$ cat config.mk
export PLATFORM = sky130hd
export DESIGN_NAME = occ_top
export DESIGN_NICKNAME = d
export VERILOG_FILES = /design/src/logic/occ_pkg.sv /design/src/logic/occ_edge.sv /design/src/logic/occ_top.sv
export VERILOG_INCLUDE_DIRS = /design/src /design/src/logic
export SDC_FILE = /design/constraint.sdc
export NUM_CORES = 1
export LEC_CHECK = 0
export BUFFER_PORTS_ARGS = -buffer_cell sky130_fd_sc_hd__buf_2
export CAP_MARGIN = 30
export CORE_UTILIZATION = 52
export DETAILED_ROUTE_END_ITERATION = 7
export GPL_TIMING_DRIVEN = 0
export PLACE_DENSITY = 0.91
export SYNTH_ARGS = -nofsm -noshare
export SYNTH_HDL_FRONTEND = slang
export SYNTH_SLANG_ARGS = --single-unit
$ cat constraint.sdc
create_clock -name ref_clk -period 2.9 [get_ports ref_clk]
set_input_delay 0.145 -clock ref_clk [delete_from_list [all_inputs] [get_ports ref_clk]]
set_output_delay 0.145 -clock ref_clk [all_outputs]
set_load 0.02 [all_outputs]
$ cat src/logic/occ_defines.svh
`ifndef OCC_DEFINES_SVH
`define OCC_DEFINES_SVH
// Summary of operation
// time base is one of two timers, picked by time_base_select
// modes match against one compare value or a pair of them
// a count equal to a compare value changes the pin per mode
// mode 000 disables the channel, releases the pin, no interrupt
// 001 low then high on match, rising irq; 010 the mirror, falling irq
// 011 keeps the level on entry, inverts per match, irq on both edges
// 100 one pulse, 101 continuous pulses; start low, falling-edge irq
// 110 pwm, no irq; starts low if primary value zero, else high
// 111 pwm as 110; channels one to four interrupt on fault falling edge
// compare match events raise interrupt requests per mode edge table
// software stops the timer before rewriting the control register
// only channels one and two may request a dma transfer
// idle_stop_select set halts the channel while the cpu idles
// compare_mode_field sits in control bits 2:0, eight codes
// fault_status set on pwm fault in 111; only hardware clears it
// pwm period follows the timer; primary value match drives pin low

// ==========================================================
// register byte offsets
`define OCC_OFF_CTRL 8'h00
`define OCC_OFF_PRI  8'h04
`define OCC_OFF_SEC  8'h08
`define OCC_OFF_STAT 8'h0c
`define OCC_OFF_CLR  8'h10
`define OCC_OFF_EN   8'h14
`define OCC_OFF_PIN  8'h18

// ==========================================================
// field positions and widths
`define OCC_BIT_IDLE 13
`define OCC_BIT_FLT  4
`define OCC_BIT_TSEL 3
`define OCC_IRQ_W    2
`define OCC_EVT_CMP  0
`define OCC_EVT_FLT  1

// ==========================================================
// reset values and channel limits
`define OCC_RST_CMP     16'h0000
`define OCC_RST_IRQ     2'h0
`define OCC_CNT_ZERO    16'h0000
`define OCC_DMA_LAST_CH 4'h2
`define OCC_FLT_LAST_CH 4'h4
`define OCC_FIRST_CH    4'h1
`endif

$ cat src/logic/occ_pkg.sv
package occ_pkg;
  // ==========================================================
  // mode codes of compare_mode_field
  typedef enum logic [2:0] {
    OCC_OFF     = 3'b000,
    OCC_ONE_HI  = 3'b001,
    OCC_ONE_LO  = 3'b010,
    OCC_TOGGLE  = 3'b011,
    OCC_DELAY   = 3'b100,
    OCC_PULSE   = 3'b101,
    OCC_PWM     = 3'b110,
    OCC_PWM_FLT = 3'b111
  } occ_mode_e;

  // sequencing state for the one-shot and pulse modes
  typedef enum logic [1:0] {
    OCC_ST_IDLE = 2'b00,
    OCC_ST_ARM  = 2'b01,
    OCC_ST_HIGH = 2'b10,
    OCC_ST_DONE = 2'b11
  } occ_state_e;

  // output_compare_control fields that hold state
  typedef struct packed {
    logic      idle_stop;
    logic      fault;
    logic      tsel;
    occ_mode_e mode;
  } occ_ctrl_s;

  // edge pair from the edge detector
  typedef struct packed {
    logic rise;
    logic fall;
  } occ_edge_s;
endpackage

$ cat src/logic/occ_edge.sv
`timescale 1ns/1ps
module occ_edge #(
  parameter logic INIT = 1'b0
) (
  input  wire logic              ref_clk,
  input  wire logic              rst_n,
  input  wire logic              level,
  output occ_pkg::occ_edge_s     edges
);
  logic prev_reg;

  // ==========================================================
  // previous level, reset to the idle level so no false edge
  always_ff @(posedge ref_clk) begin
    if (!rst_n) begin
      prev_reg <= INIT;
    end else begin
      prev_reg <= level;
    end
  end

  // edges compare the live level against the stored one
  assign edges.rise = level & ~prev_reg;
  assign edges.fall = ~level & prev_reg;
endmodule

$ cat src/logic/occ_top.sv
// The implementer's own choices: the placing of the registers and register access over APB.
`timescale 1ns/1ps
`include "occ_defines.svh"
module occ_top #(
  parameter logic [3:0] CHANNEL_ID = 4'h1
) (
  input  wire logic        ref_clk,
  input  wire logic        rst_n,
  input  wire logic        psel,
  input  wire logic        penable,
  input  wire logic        pwrite,
  input  wire logic [7:0]  paddr,
  input  wire logic [31:0] pwdata,
  output logic [31:0]      prdata,
  output logic             pready,
  output logic             pslverr,
  input  wire logic [15:0] tmr_a_count,
  input  wire logic [15:0] tmr_b_count,
  input  wire logic        cpu_idle,
  input  wire logic        shared_fault_input,
  output logic             oc_pin_out,
  output logic             oc_pin_oe_n,
  output logic             irq,
  output logic             dma_req
);
  occ_pkg::occ_ctrl_s          ctrl_reg;
  occ_pkg::occ_state_e         st_reg;
  occ_pkg::occ_mode_e          prev_mode_reg;
  occ_pkg::occ_edge_s          pin_edge;
  occ_pkg::occ_edge_s          flt_edge;
  logic [15:0]                 pri_reg;
  logic [15:0]                 sec_reg;
  logic [15:0]                 count;
  logic [`OCC_IRQ_W-1:0]       stat_reg;
  logic [`OCC_IRQ_W-1:0]       stat_next;
  logic [`OCC_IRQ_W-1:0]       en_reg;
  logic [`OCC_IRQ_W-1:0]       clr_mask;
  logic [`OCC_IRQ_W-1:0]       evt;
  logic                        pin_reg;
  logic                        access;
  logic                        wr;
  logic                        run;
  logic                        mode_chg;
  logic                        m_pri;
  logic                        m_sec;
  logic                        m_zero;
  logic                        m_pri_reg;
  logic                        m_sec_reg;
  logic                        m_zero_reg;
  logic                        hit_pri;
  logic                        hit_sec;
  logic                        hit_zero;
  logic                        flt_hold;

  // ==========================================================
  // helpers
  function automatic logic addr_ok(input logic [7:0] a);
    addr_ok = (a == `OCC_OFF_CTRL) || (a == `OCC_OFF_PRI) ||
              (a == `OCC_OFF_SEC)  || (a == `OCC_OFF_STAT) ||
              (a == `OCC_OFF_CLR)  || (a == `OCC_OFF_EN) ||
              (a == `OCC_OFF_PIN);
  endfunction

  // level that the pin takes when a mode is entered
  function automatic logic init_pin(input occ_pkg::occ_mode_e m,
                                    input logic [15:0] pri,
                                    input logic cur);
    case (m)
      occ_pkg::OCC_ONE_LO:  init_pin = 1'b1;
      occ_pkg::OCC_TOGGLE:  init_pin = cur;
      occ_pkg::OCC_PWM,
      occ_pkg::OCC_PWM_FLT: init_pin = (pri != `OCC_RST_CMP);
      default:              init_pin = 1'b0;
    endcase
  endfunction

  // read mux; the clear register reads back zero
  function automatic logic [31:0] rd_word(input logic [7:0] a);
    logic [31:0] v;
    v = 32'h0000_0000;
    case (a)
      `OCC_OFF_CTRL: begin
        v[`OCC_BIT_IDLE] = ctrl_reg.idle_stop;
        v[`OCC_BIT_FLT]  = ctrl_reg.fault;
        v[`OCC_BIT_TSEL] = ctrl_reg.tsel;
        v[2:0]           = ctrl_reg.mode;
      end
      `OCC_OFF_PRI:  v[15:0] = pri_reg;
      `OCC_OFF_SEC:  v[15:0] = sec_reg;
      `OCC_OFF_STAT: v[`OCC_IRQ_W-1:0] = stat_reg;
      `OCC_OFF_EN:   v[`OCC_IRQ_W-1:0] = en_reg;
      `OCC_OFF_PIN:  v[3:0] = {st_reg, ~oc_pin_oe_n, pin_reg};
      default:       v = 32'h0000_0000;
    endcase
    rd_word = v;
  endfunction

  // ==========================================================
  // apb decode: one wait state, answer on the second access cycle
  assign access = psel && penable && !pready;
  assign wr     = access && pwrite && addr_ok(paddr);

  always_ff @(posedge ref_clk) begin
    if (!rst_n) begin
      pready  <= 1'b0;
      pslverr <= 1'b0;
      prdata  <= 32'h0000_0000;
    end else begin
      pready  <= access;
      pslverr <= access && !addr_ok(paddr);
      prdata  <= (access && !pwrite) ? rd_word(paddr) : 32'h0000_0000;
    end
  end

  // ==========================================================
  // control register; fault bit is never written by software
  // reconfiguring with the timer running may glitch the pin
  // fault status lives here too so the struct has a single driver;
  // set by a fault edge, released at a period start once the input
  // is back high; a set beats a release
  always_ff @(posedge ref_clk) begin
    if (!rst_n) begin
      ctrl_reg.idle_stop <= 1'b0;
      ctrl_reg.fault     <= 1'b0;
      ctrl_reg.tsel      <= 1'b0;
      ctrl_reg.mode      <= occ_pkg::OCC_OFF;
    end else begin
      if (wr && paddr == `OCC_OFF_CTRL) begin
        ctrl_reg.idle_stop <= pwdata[`OCC_BIT_IDLE];
        ctrl_reg.tsel      <= pwdata[`OCC_BIT_TSEL];
        ctrl_reg.mode      <= occ_pkg::occ_mode_e'(pwdata[2:0]);
      end
      if (ctrl_reg.mode == occ_pkg::OCC_PWM_FLT && flt_edge.fall) begin
        ctrl_reg.fault <= 1'b1;
      end else if (ctrl_reg.mode != occ_pkg::OCC_PWM_FLT ||
                   (hit_zero && shared_fault_input)) begin
        ctrl_reg.fault <= 1'b0;
      end
    end
  end

  // compare values and interrupt enables
  always_ff @(posedge ref_clk) begin
    if (!rst_n) begin
      pri_reg <= `OCC_RST_CMP;
      sec_reg <= `OCC_RST_CMP;
      en_reg  <= `OCC_RST_IRQ;
    end else if (wr) begin
      if (paddr == `OCC_OFF_PRI) pri_reg <= pwdata[15:0];
      if (paddr == `OCC_OFF_SEC) sec_reg <= pwdata[15:0];
      if (paddr == `OCC_OFF_EN)  en_reg  <= pwdata[`OCC_IRQ_W-1:0];
    end
  end

  // ==========================================================
  // time base and match detection
  assign count = ctrl_reg.tsel ? tmr_b_count : tmr_a_count;
  assign run   = (ctrl_reg.mode != occ_pkg::OCC_OFF) &&
                 !(cpu_idle && ctrl_reg.idle_stop);
  assign mode_chg = (ctrl_reg.mode != prev_mode_reg);
  assign m_pri  = run && (count == pri_reg);
  assign m_sec  = run && (count == sec_reg);
  assign m_zero = run && (count == `OCC_CNT_ZERO);
  // a prescaled timer holds a count for many cycles: act once per entry
  assign hit_pri  = m_pri && !m_pri_reg;
  assign hit_sec  = m_sec && !m_sec_reg;
  assign hit_zero = m_zero && !m_zero_reg;
  assign flt_hold = (ctrl_reg.mode == occ_pkg::OCC_PWM_FLT) &&
                    ctrl_reg.fault;

  always_ff @(posedge ref_clk) begin
    if (!rst_n) begin
      m_pri_reg     <= 1'b0;
      m_sec_reg     <= 1'b0;
      m_zero_reg    <= 1'b0;
      prev_mode_reg <= occ_pkg::OCC_OFF;
    end else begin
      m_pri_reg     <= m_pri;
      m_sec_reg     <= m_sec;
      m_zero_reg    <= m_zero;
      prev_mode_reg <= ctrl_reg.mode;
    end
  end

  // ==========================================================
  // pin sequencer
  always_ff @(posedge ref_clk) begin
    if (!rst_n) begin
      pin_reg <= 1'b0;
      st_reg  <= occ_pkg::OCC_ST_IDLE;
    end else if (mode_chg) begin
      pin_reg <= init_pin(ctrl_reg.mode, pri_reg, pin_reg);
      st_reg  <= occ_pkg::OCC_ST_ARM;
    end else if (run) begin
      case (ctrl_reg.mode)
        occ_pkg::OCC_ONE_HI: begin
          if (st_reg == occ_pkg::OCC_ST_ARM && hit_pri) begin
            pin_reg <= 1'b1;
            st_reg  <= occ_pkg::OCC_ST_DONE;
          end
        end
        occ_pkg::OCC_ONE_LO: begin
          if (st_reg == occ_pkg::OCC_ST_ARM && hit_pri) begin
            pin_reg <= 1'b0;
            st_reg  <= occ_pkg::OCC_ST_DONE;
          end
        end
        occ_pkg::OCC_TOGGLE: begin
          if (hit_pri) begin
            pin_reg <= ~pin_reg;
          end
        end
        occ_pkg::OCC_DELAY,
        occ_pkg::OCC_PULSE: begin
          if (st_reg == occ_pkg::OCC_ST_ARM && hit_pri) begin
            pin_reg <= 1'b1;
            st_reg  <= occ_pkg::OCC_ST_HIGH;
          end else if (st_reg == occ_pkg::OCC_ST_HIGH && hit_sec) begin
            pin_reg <= 1'b0;
            st_reg  <= (ctrl_reg.mode == occ_pkg::OCC_PULSE) ?
                       occ_pkg::OCC_ST_ARM : occ_pkg::OCC_ST_DONE;
          end
        end
        occ_pkg::OCC_PWM,
        occ_pkg::OCC_PWM_FLT: begin
          // primary match ahead of the period start so a zero duty keeps the pin low
          if (flt_hold) begin
            pin_reg <= 1'b0;
          end else if (hit_pri) begin
            pin_reg <= 1'b0;
          end else if (hit_zero) begin
            pin_reg <= (pri_reg != `OCC_RST_CMP);
          end
        end
        default: begin
          pin_reg <= pin_reg;
        end
      endcase
    end
  end

  // ==========================================================
  // edge detectors on the pin and on the fault input
  occ_edge #(
    .INIT (1'b0)
  ) u_pin_edge (
    .ref_clk (ref_clk),
    .rst_n   (rst_n),
    .level   (pin_reg),
    .edges   (pin_edge)
  );

  occ_edge #(
    .INIT (1'b1)
  ) u_flt_edge (
    .ref_clk (ref_clk),
    .rst_n   (rst_n),
    .level   (shared_fault_input),
    .edges   (flt_edge)
  );

  // ==========================================================
  // interrupt events per mode edge table
  always_comb begin
    evt = `OCC_RST_IRQ;
    case (ctrl_reg.mode)
      occ_pkg::OCC_ONE_HI: evt[`OCC_EVT_CMP] = pin_edge.rise;
      occ_pkg::OCC_ONE_LO: evt[`OCC_EVT_CMP] = pin_edge.fall;
      occ_pkg::OCC_TOGGLE:
        evt[`OCC_EVT_CMP] = pin_edge.rise | pin_edge.fall;
      occ_pkg::OCC_DELAY,
      occ_pkg::OCC_PULSE:  evt[`OCC_EVT_CMP] = pin_edge.fall;
      occ_pkg::OCC_PWM_FLT:
        evt[`OCC_EVT_FLT] = flt_edge.fall &&
                            CHANNEL_ID >= `OCC_FIRST_CH &&
                            CHANNEL_ID <= `OCC_FLT_LAST_CH;
      default: evt = `OCC_RST_IRQ;
    endcase
  end

  // write-one-to-clear, a same-cycle event wins over the clear
  assign clr_mask  = (wr && paddr == `OCC_OFF_CLR) ?
                     pwdata[`OCC_IRQ_W-1:0] : `OCC_RST_IRQ;
  assign stat_next = (stat_reg & ~clr_mask) | evt;

  always_ff @(posedge ref_clk) begin
    if (!rst_n) begin
      stat_reg <= `OCC_RST_IRQ;
      irq      <= 1'b0;
      dma_req  <= 1'b0;
    end else begin
      stat_reg <= stat_next;
      irq      <= |(stat_next & en_reg);
      dma_req  <= evt[`OCC_EVT_CMP] &&
                  CHANNEL_ID >= `OCC_FIRST_CH &&
                  CHANNEL_ID <= `OCC_DMA_LAST_CH;
    end
  end

  // pin drivers; enable is low while the channel owns the pin
  always_ff @(posedge ref_clk) begin
    if (!rst_n) begin
      oc_pin_out  <= 1'b0;
      oc_pin_oe_n <= 1'b1;
    end else begin
      oc_pin_out  <= pin_reg;
      oc_pin_oe_n <= (ctrl_reg.mode == occ_pkg::OCC_OFF);
    end
  end
endmodule

Yosys cells after proc, flatten, opt, wreduce, memory -nomap -nowiden

Cells that the tools add are included.

Register bits: 90
Input bits: 79
Output and inout bits: 38
Logic and storage cells: 154

Eq/ne operators: 28
Mux-type cells: 31
Bitwise logic cells: 13
Reduce and logical (&&, ||, !) cells: 58

Operators by type and width:

| kind                                                             | number |
|---|---|
| 16-bit == test                                                   | 2 |
| 8-bit by 5-bit == test with 1-bit output (second input constant) | 3 |
| 1-bit logical AND                                                | 21 |
| 8-bit by 4-bit == test with 1-bit output (second input constant) | 2 |
| 16-bit logical NOT                                               | 1 |
| 16-bit 2-to-1 mux                                                | 1 |
| 8-bit one-hot mux with 2 select lines                            | 1 |
| 16-bit nonzero test                                              | 1 |
| 1-bit 2-to-1 mux                                                 | 15 |
| 3-bit == test (second input constant)                            | 4 |
| 3-bit inequality test (second input constant)                    | 4 |
| 1-bit one-hot mux with 3 select lines                            | 4 |
| 2-bit one-hot mux with 6 select lines                            | 1 |
| 2-bit 2-to-1 mux                                                 | 5 |
| 2-bit OR reduction                                               | 5 |
| 8-bit by 3-bit == test with 1-bit output (second input constant) | 1 |
| 8-bit logical NOT                                                | 1 |
| 2-bit one-hot mux with 2 select lines                            | 2 |
| 2-bit one-hot mux with 4 select lines                            | 1 |
| 2-bit AND reduction                                              | 4 |
| 4-bit AND reduction                                              | 2 |
| 8-bit AND reduction                                              | 1 |
| 1-bit logical NOT                                                | 7 |
| 1-bit logical OR                                                 | 7 |
| 22 further kinds                                                 | 34 |

Longest topological paths before layout

Word-level depth: 15
Mapped depth: 9
Gate-level depth less buffers: 9

By module

From an unflattened synthesis, not the netlist that was laid out.

Cell total of the unflattened synthesis: 439
Area, all modules: 3824.9 µm²

By module, submodules not included:

| module   | instances | cells an instance | area each (µm²) | sequential area each (µm²) |
|---|---|---|---|---|
| occ_top  | 1         | 431               | 3747.3          | 1461.4 |
| occ_edge | 2         | 4                 | 38.8            | 20.0 |

Worst setup path before layout

OpenSTA, ideal clock, no wires.

Path kind: register -> register
From: register ctrl_reg[3] (netlist name)
To: register pin_reg
Arrival time: 2075 ps
Required time: 2828 ps
Setup slack: 753 ps
Stages on the path, launching flop included: 9
Buffers on the path: 1
Period minus slack after synthesis: 2147 ps
Cell sequence: dfxtp_1 buf_6 mux2i_4 xnor2_1 or4_4 nor4_4 o41ai_1 a21oi_1 mux2i_1

Word-level cells in the longest chain between the ends: 9
Elaborated cells on any way between the ends: 24
Classes of those cells: eq/ne: 7; mux: 7; reduce/logical: 10

RTL lines:

| item                                                         | RTL line                       | RTL |
|---|---|---|
| start, declared                                              | occ_top.sv:26                  | `occ_pkg::occ_ctrl_s ctrl_reg;` |
| 16-bit 2-to-1 mux (*)                                        | occ_top.sv:157                 | `assign count = ctrl_reg.tsel ? tmr_b_count : tmr_a_count;` |
| 16-bit == test                                               | occ_top.sv:161                 | `assign m_pri = run && (count == pri_reg);` |
| 1-bit logical AND                                            | occ_top.sv:161                 |  |
| 1-bit logical AND                                            | occ_top.sv:165                 | `assign hit_pri = m_pri && !m_pri_reg;` |
| 1-bit 2-to-1 mux / 1-bit logical AND (equally long branches) | n/a                            |  |
| 1-bit 2-to-1 mux (on tied branches)                          | occ_top.sv:227, occ_top.sv:215 |  |
| 1-bit one-hot mux with 5 select lines                        | occ_top.sv:195                 | `case (ctrl_reg.mode)` |
| 1-bit 2-to-1 mux                                             | occ_top.sv:194                 | `end else if (run) begin` |
| 1-bit 2-to-1 mux                                             | occ_top.sv:191                 | `end else if (mode_chg) begin` |
| end signal, assigned                                         | occ_top.sv:192                 | `pin_reg <= init_pin(ctrl_reg.mode, pri_reg, pin_reg);` |
| end signal, assigned                                         | occ_top.sv:232                 | `` pin_reg <= (pri_reg != `OCC_RST_CMP); `` |
| end signal, assigned                                         | occ_top.sv:236                 | `pin_reg <= pin_reg;` |
| end, declared                                                | occ_top.sv:39                  | `logic pin_reg;` |

Mark *: on every way between the ends. The rest lies on a longest branch, timed or not. The select of a mux whose other input is x is not followed.
A chain may end at the register's enable or synchronous reset.

Worst setup path after layout

Same ends and word-level chain as after synthesis.

==> flow_summary.ini <==
[status]
status = completed

[sta]
finalSetupViolations = 0
worst_slew_pin_slew_ns = 0.853
period_share_pct = 88.5
whs_ns = 0.0196
hold_viol = 0
grt_setup_unrepaired = false
slew_headroom_pct = 42.9
setup_tns_ns = 0
finalMaxSlewViolations = 0
fin_crit_ns = 2.57
clock.fmax_mhz = 389
skew_ns = 0.00861

[cells_and_area]
nNetsFinal = 639
area_growth_pct = 20.3
final_cell_mix = buf_2 (88), dfxtp_1 (74), nor2_1 (72)
layout-drive-gt1-share_pct = 23.8
fin_util_pct = 65.5
fin_cells = 661
diodes = 0
fillers = 576
mostFrequentLayoutCell = buf_2

[global_route]
grt_pass1_wl_um = 17500
grt_pass1_vias = 3613
grt_overflow = 0
grt_max_degree = 14
antenna_found_initial = 0
grt_use_total_pct = 29.5

[routing]
totalWireLength_um = 11500
via_count = 3863
drt-pass1-iter-count = 5
drt.antenna.violating_nets = 0
remaining_drc_errors = 0
dr.first_iter.drc_count = 330
viasPerCell = 5.84
wl_per_cell_um = 17.4

[job]
drv_cap = 0

[die]
fp-row-count = 31
core_sq_um = 7330
io_pins = 117
die_h_um = 89.6
die-width_um = 89.6
start_util_pct = 54.5
die_area_sq_um = 8030

[place]
dp.cells = 646
gp_congestion = 0.944
port_buffers = 83
dpl.hpwl_um = 8540

[yosys]
synth.area.top_cells = dfxtp_1 (37%), mux2i_1 (15%), xnor2_1 (7.5%)
synthCells = 449
mappedNetlistArea_sq_um = 3990
synth_top_cell_area_share_pct = 37.1
synth_edf_count = 0
ys_ff_latch = 74
avgSynthCellArea_sq_um = 8.89
yosys.area.top_type = dfxtp_1
async_reset_ff_share_pct = 0
ys_warn_count = 0
ys.flop_type = dfxtp_1
ys_seq_area_share_pct = 37.1
ys_types = 57

[clock_tree]
cts.reportedPaths.clkPinSlew_ns = 0.08
clockRootBuffer = clkbuf_8
cts_setup_buffers = 0
cts_tree = built
clock_latency_ns = 0.36
numCtsBuffers = 9
cts.path.max_buffers = 2
cts_resized = 0
cts.sinks = 74
postCtsHoldBufs = 0
cts_max_level = 3

[pwr]
leakagePower_nw = 2.10
p_per_area_nw_per_um2 = 435
ir_drop_mv = 0.367

[critical_path]
critPathLaunchType = register
ff2ff_setup_slack_ns = 0.33
setup.worst_path.class = reg2reg
end_kind = register
crit_required_ns = 3.19
crit_fanout = 10
cpPeakStageDelay_ns = 0.47
cpMaxStageDelayCell = a211oi_1
crit_chain = buf_6, nor4b_1, nand4_1, a211oi_1, nor2b_1, o211a_1, a211o_1, a21oi_1, mux2i_1
crit_arrival_ns = 2.86

[hold_path]
hp-class = in2reg
synth_stat cells, types with 6 or more instances:
library cell,number
clkbuf_1,14
nor2_1,72
nor3_1,10
inv_1,10
dfxtp_1,74
nor4_1,17
mux2i_1,59
nand3_1,8
nand2_1,20
o21ai_0,7
nand4_1,8
a21oi_1,17
a22oi_1,11
nand3b_1,6
buf_4,17
xnor2_1,34
stage by stage:
step / power [mW] / worst slack, ns / area, sq um
finish: 2.09 / 0.332 / 4800
global route: 2.15 / 0.0362 / 4800
floorplan: 1.16 / 0.753 / 4050
CTS: 2.08 / 0.391 / 4800
detailed placement: 1.23 / 0.306 / 4590
global placement: 1.23 / 0.345 / 4590
final cells by class:
cell class | instances | area [sq um] | area share [%]
Tap cell | 99 | 124 | 2.58
Inverter | 11 | 41.3 | 0.860
Buffer | 38 | 220 | 4.58
Clock buffer | 9 | 124 | 2.58
Sequential cell | 74 | 1480 | 30.8
Multi-Input combinational cell | 341 | 2310 | 48.0
Clock inverter | 6 | 91.3 | 1.90
Timing Repair Buffer | 83 | 415 | 8.65
metal layers:
layer  track usage, %  up-vias  wire [um]
li1                 -     1766          -
met1             34.5     1780       4310
met2             48.1      255       5450
met3             8.59       62       1170
met4             17.3        0        544
met5                0        -          0
path summary, 6_finish.rpt:
| path | depth (start not counted) | startpoint | end |
|---|---|---|---|
| setup / recovery | 9 | ctrl_reg[3] | pin_reg |
| hold / removal | 2 | shared_fault_input | u_flt_edge.prev_reg |
| setup reg to reg | 9 | ctrl_reg[3] | pin_reg |
| hold reg to reg | 1 | en_reg[1] | irq |
cell families (layout without fill, tap and decap cells):
logic type	after synthesis	after routing	synth area share, %
and+or+nand+nor	171	171	21.9
DFF	74	74	37.1
muxes	64	64	17.2
AOI/OAI and AO/OA	52	52	8.59
buffers and inverters	49	147	6.55
xor gates and xnor gates	35	35	7.68
adders and majority gates	3	3	0.877
other	1	16	0.0939
power breakdown:
part           internal (mW)  total [mW]  switching [mW]
Clock                  0.482       0.872           0.391
Sequential              1.02        1.02        0.000810
Combinational         0.0814       0.200           0.118
Total                   1.58        2.09           0.510
worst max-delay path: cells and delay by family (launching register included):
kind | cells | cell delay [ns]
AOI/OAI and AO/OA | 4 | 1.14
buffers and inverters | 1 | 0.20
DFF | 1 | 0.35
muxes | 1 | 0.19
and+or+nand+nor | 3 | 0.61
(Power assumes the default switching activity.)
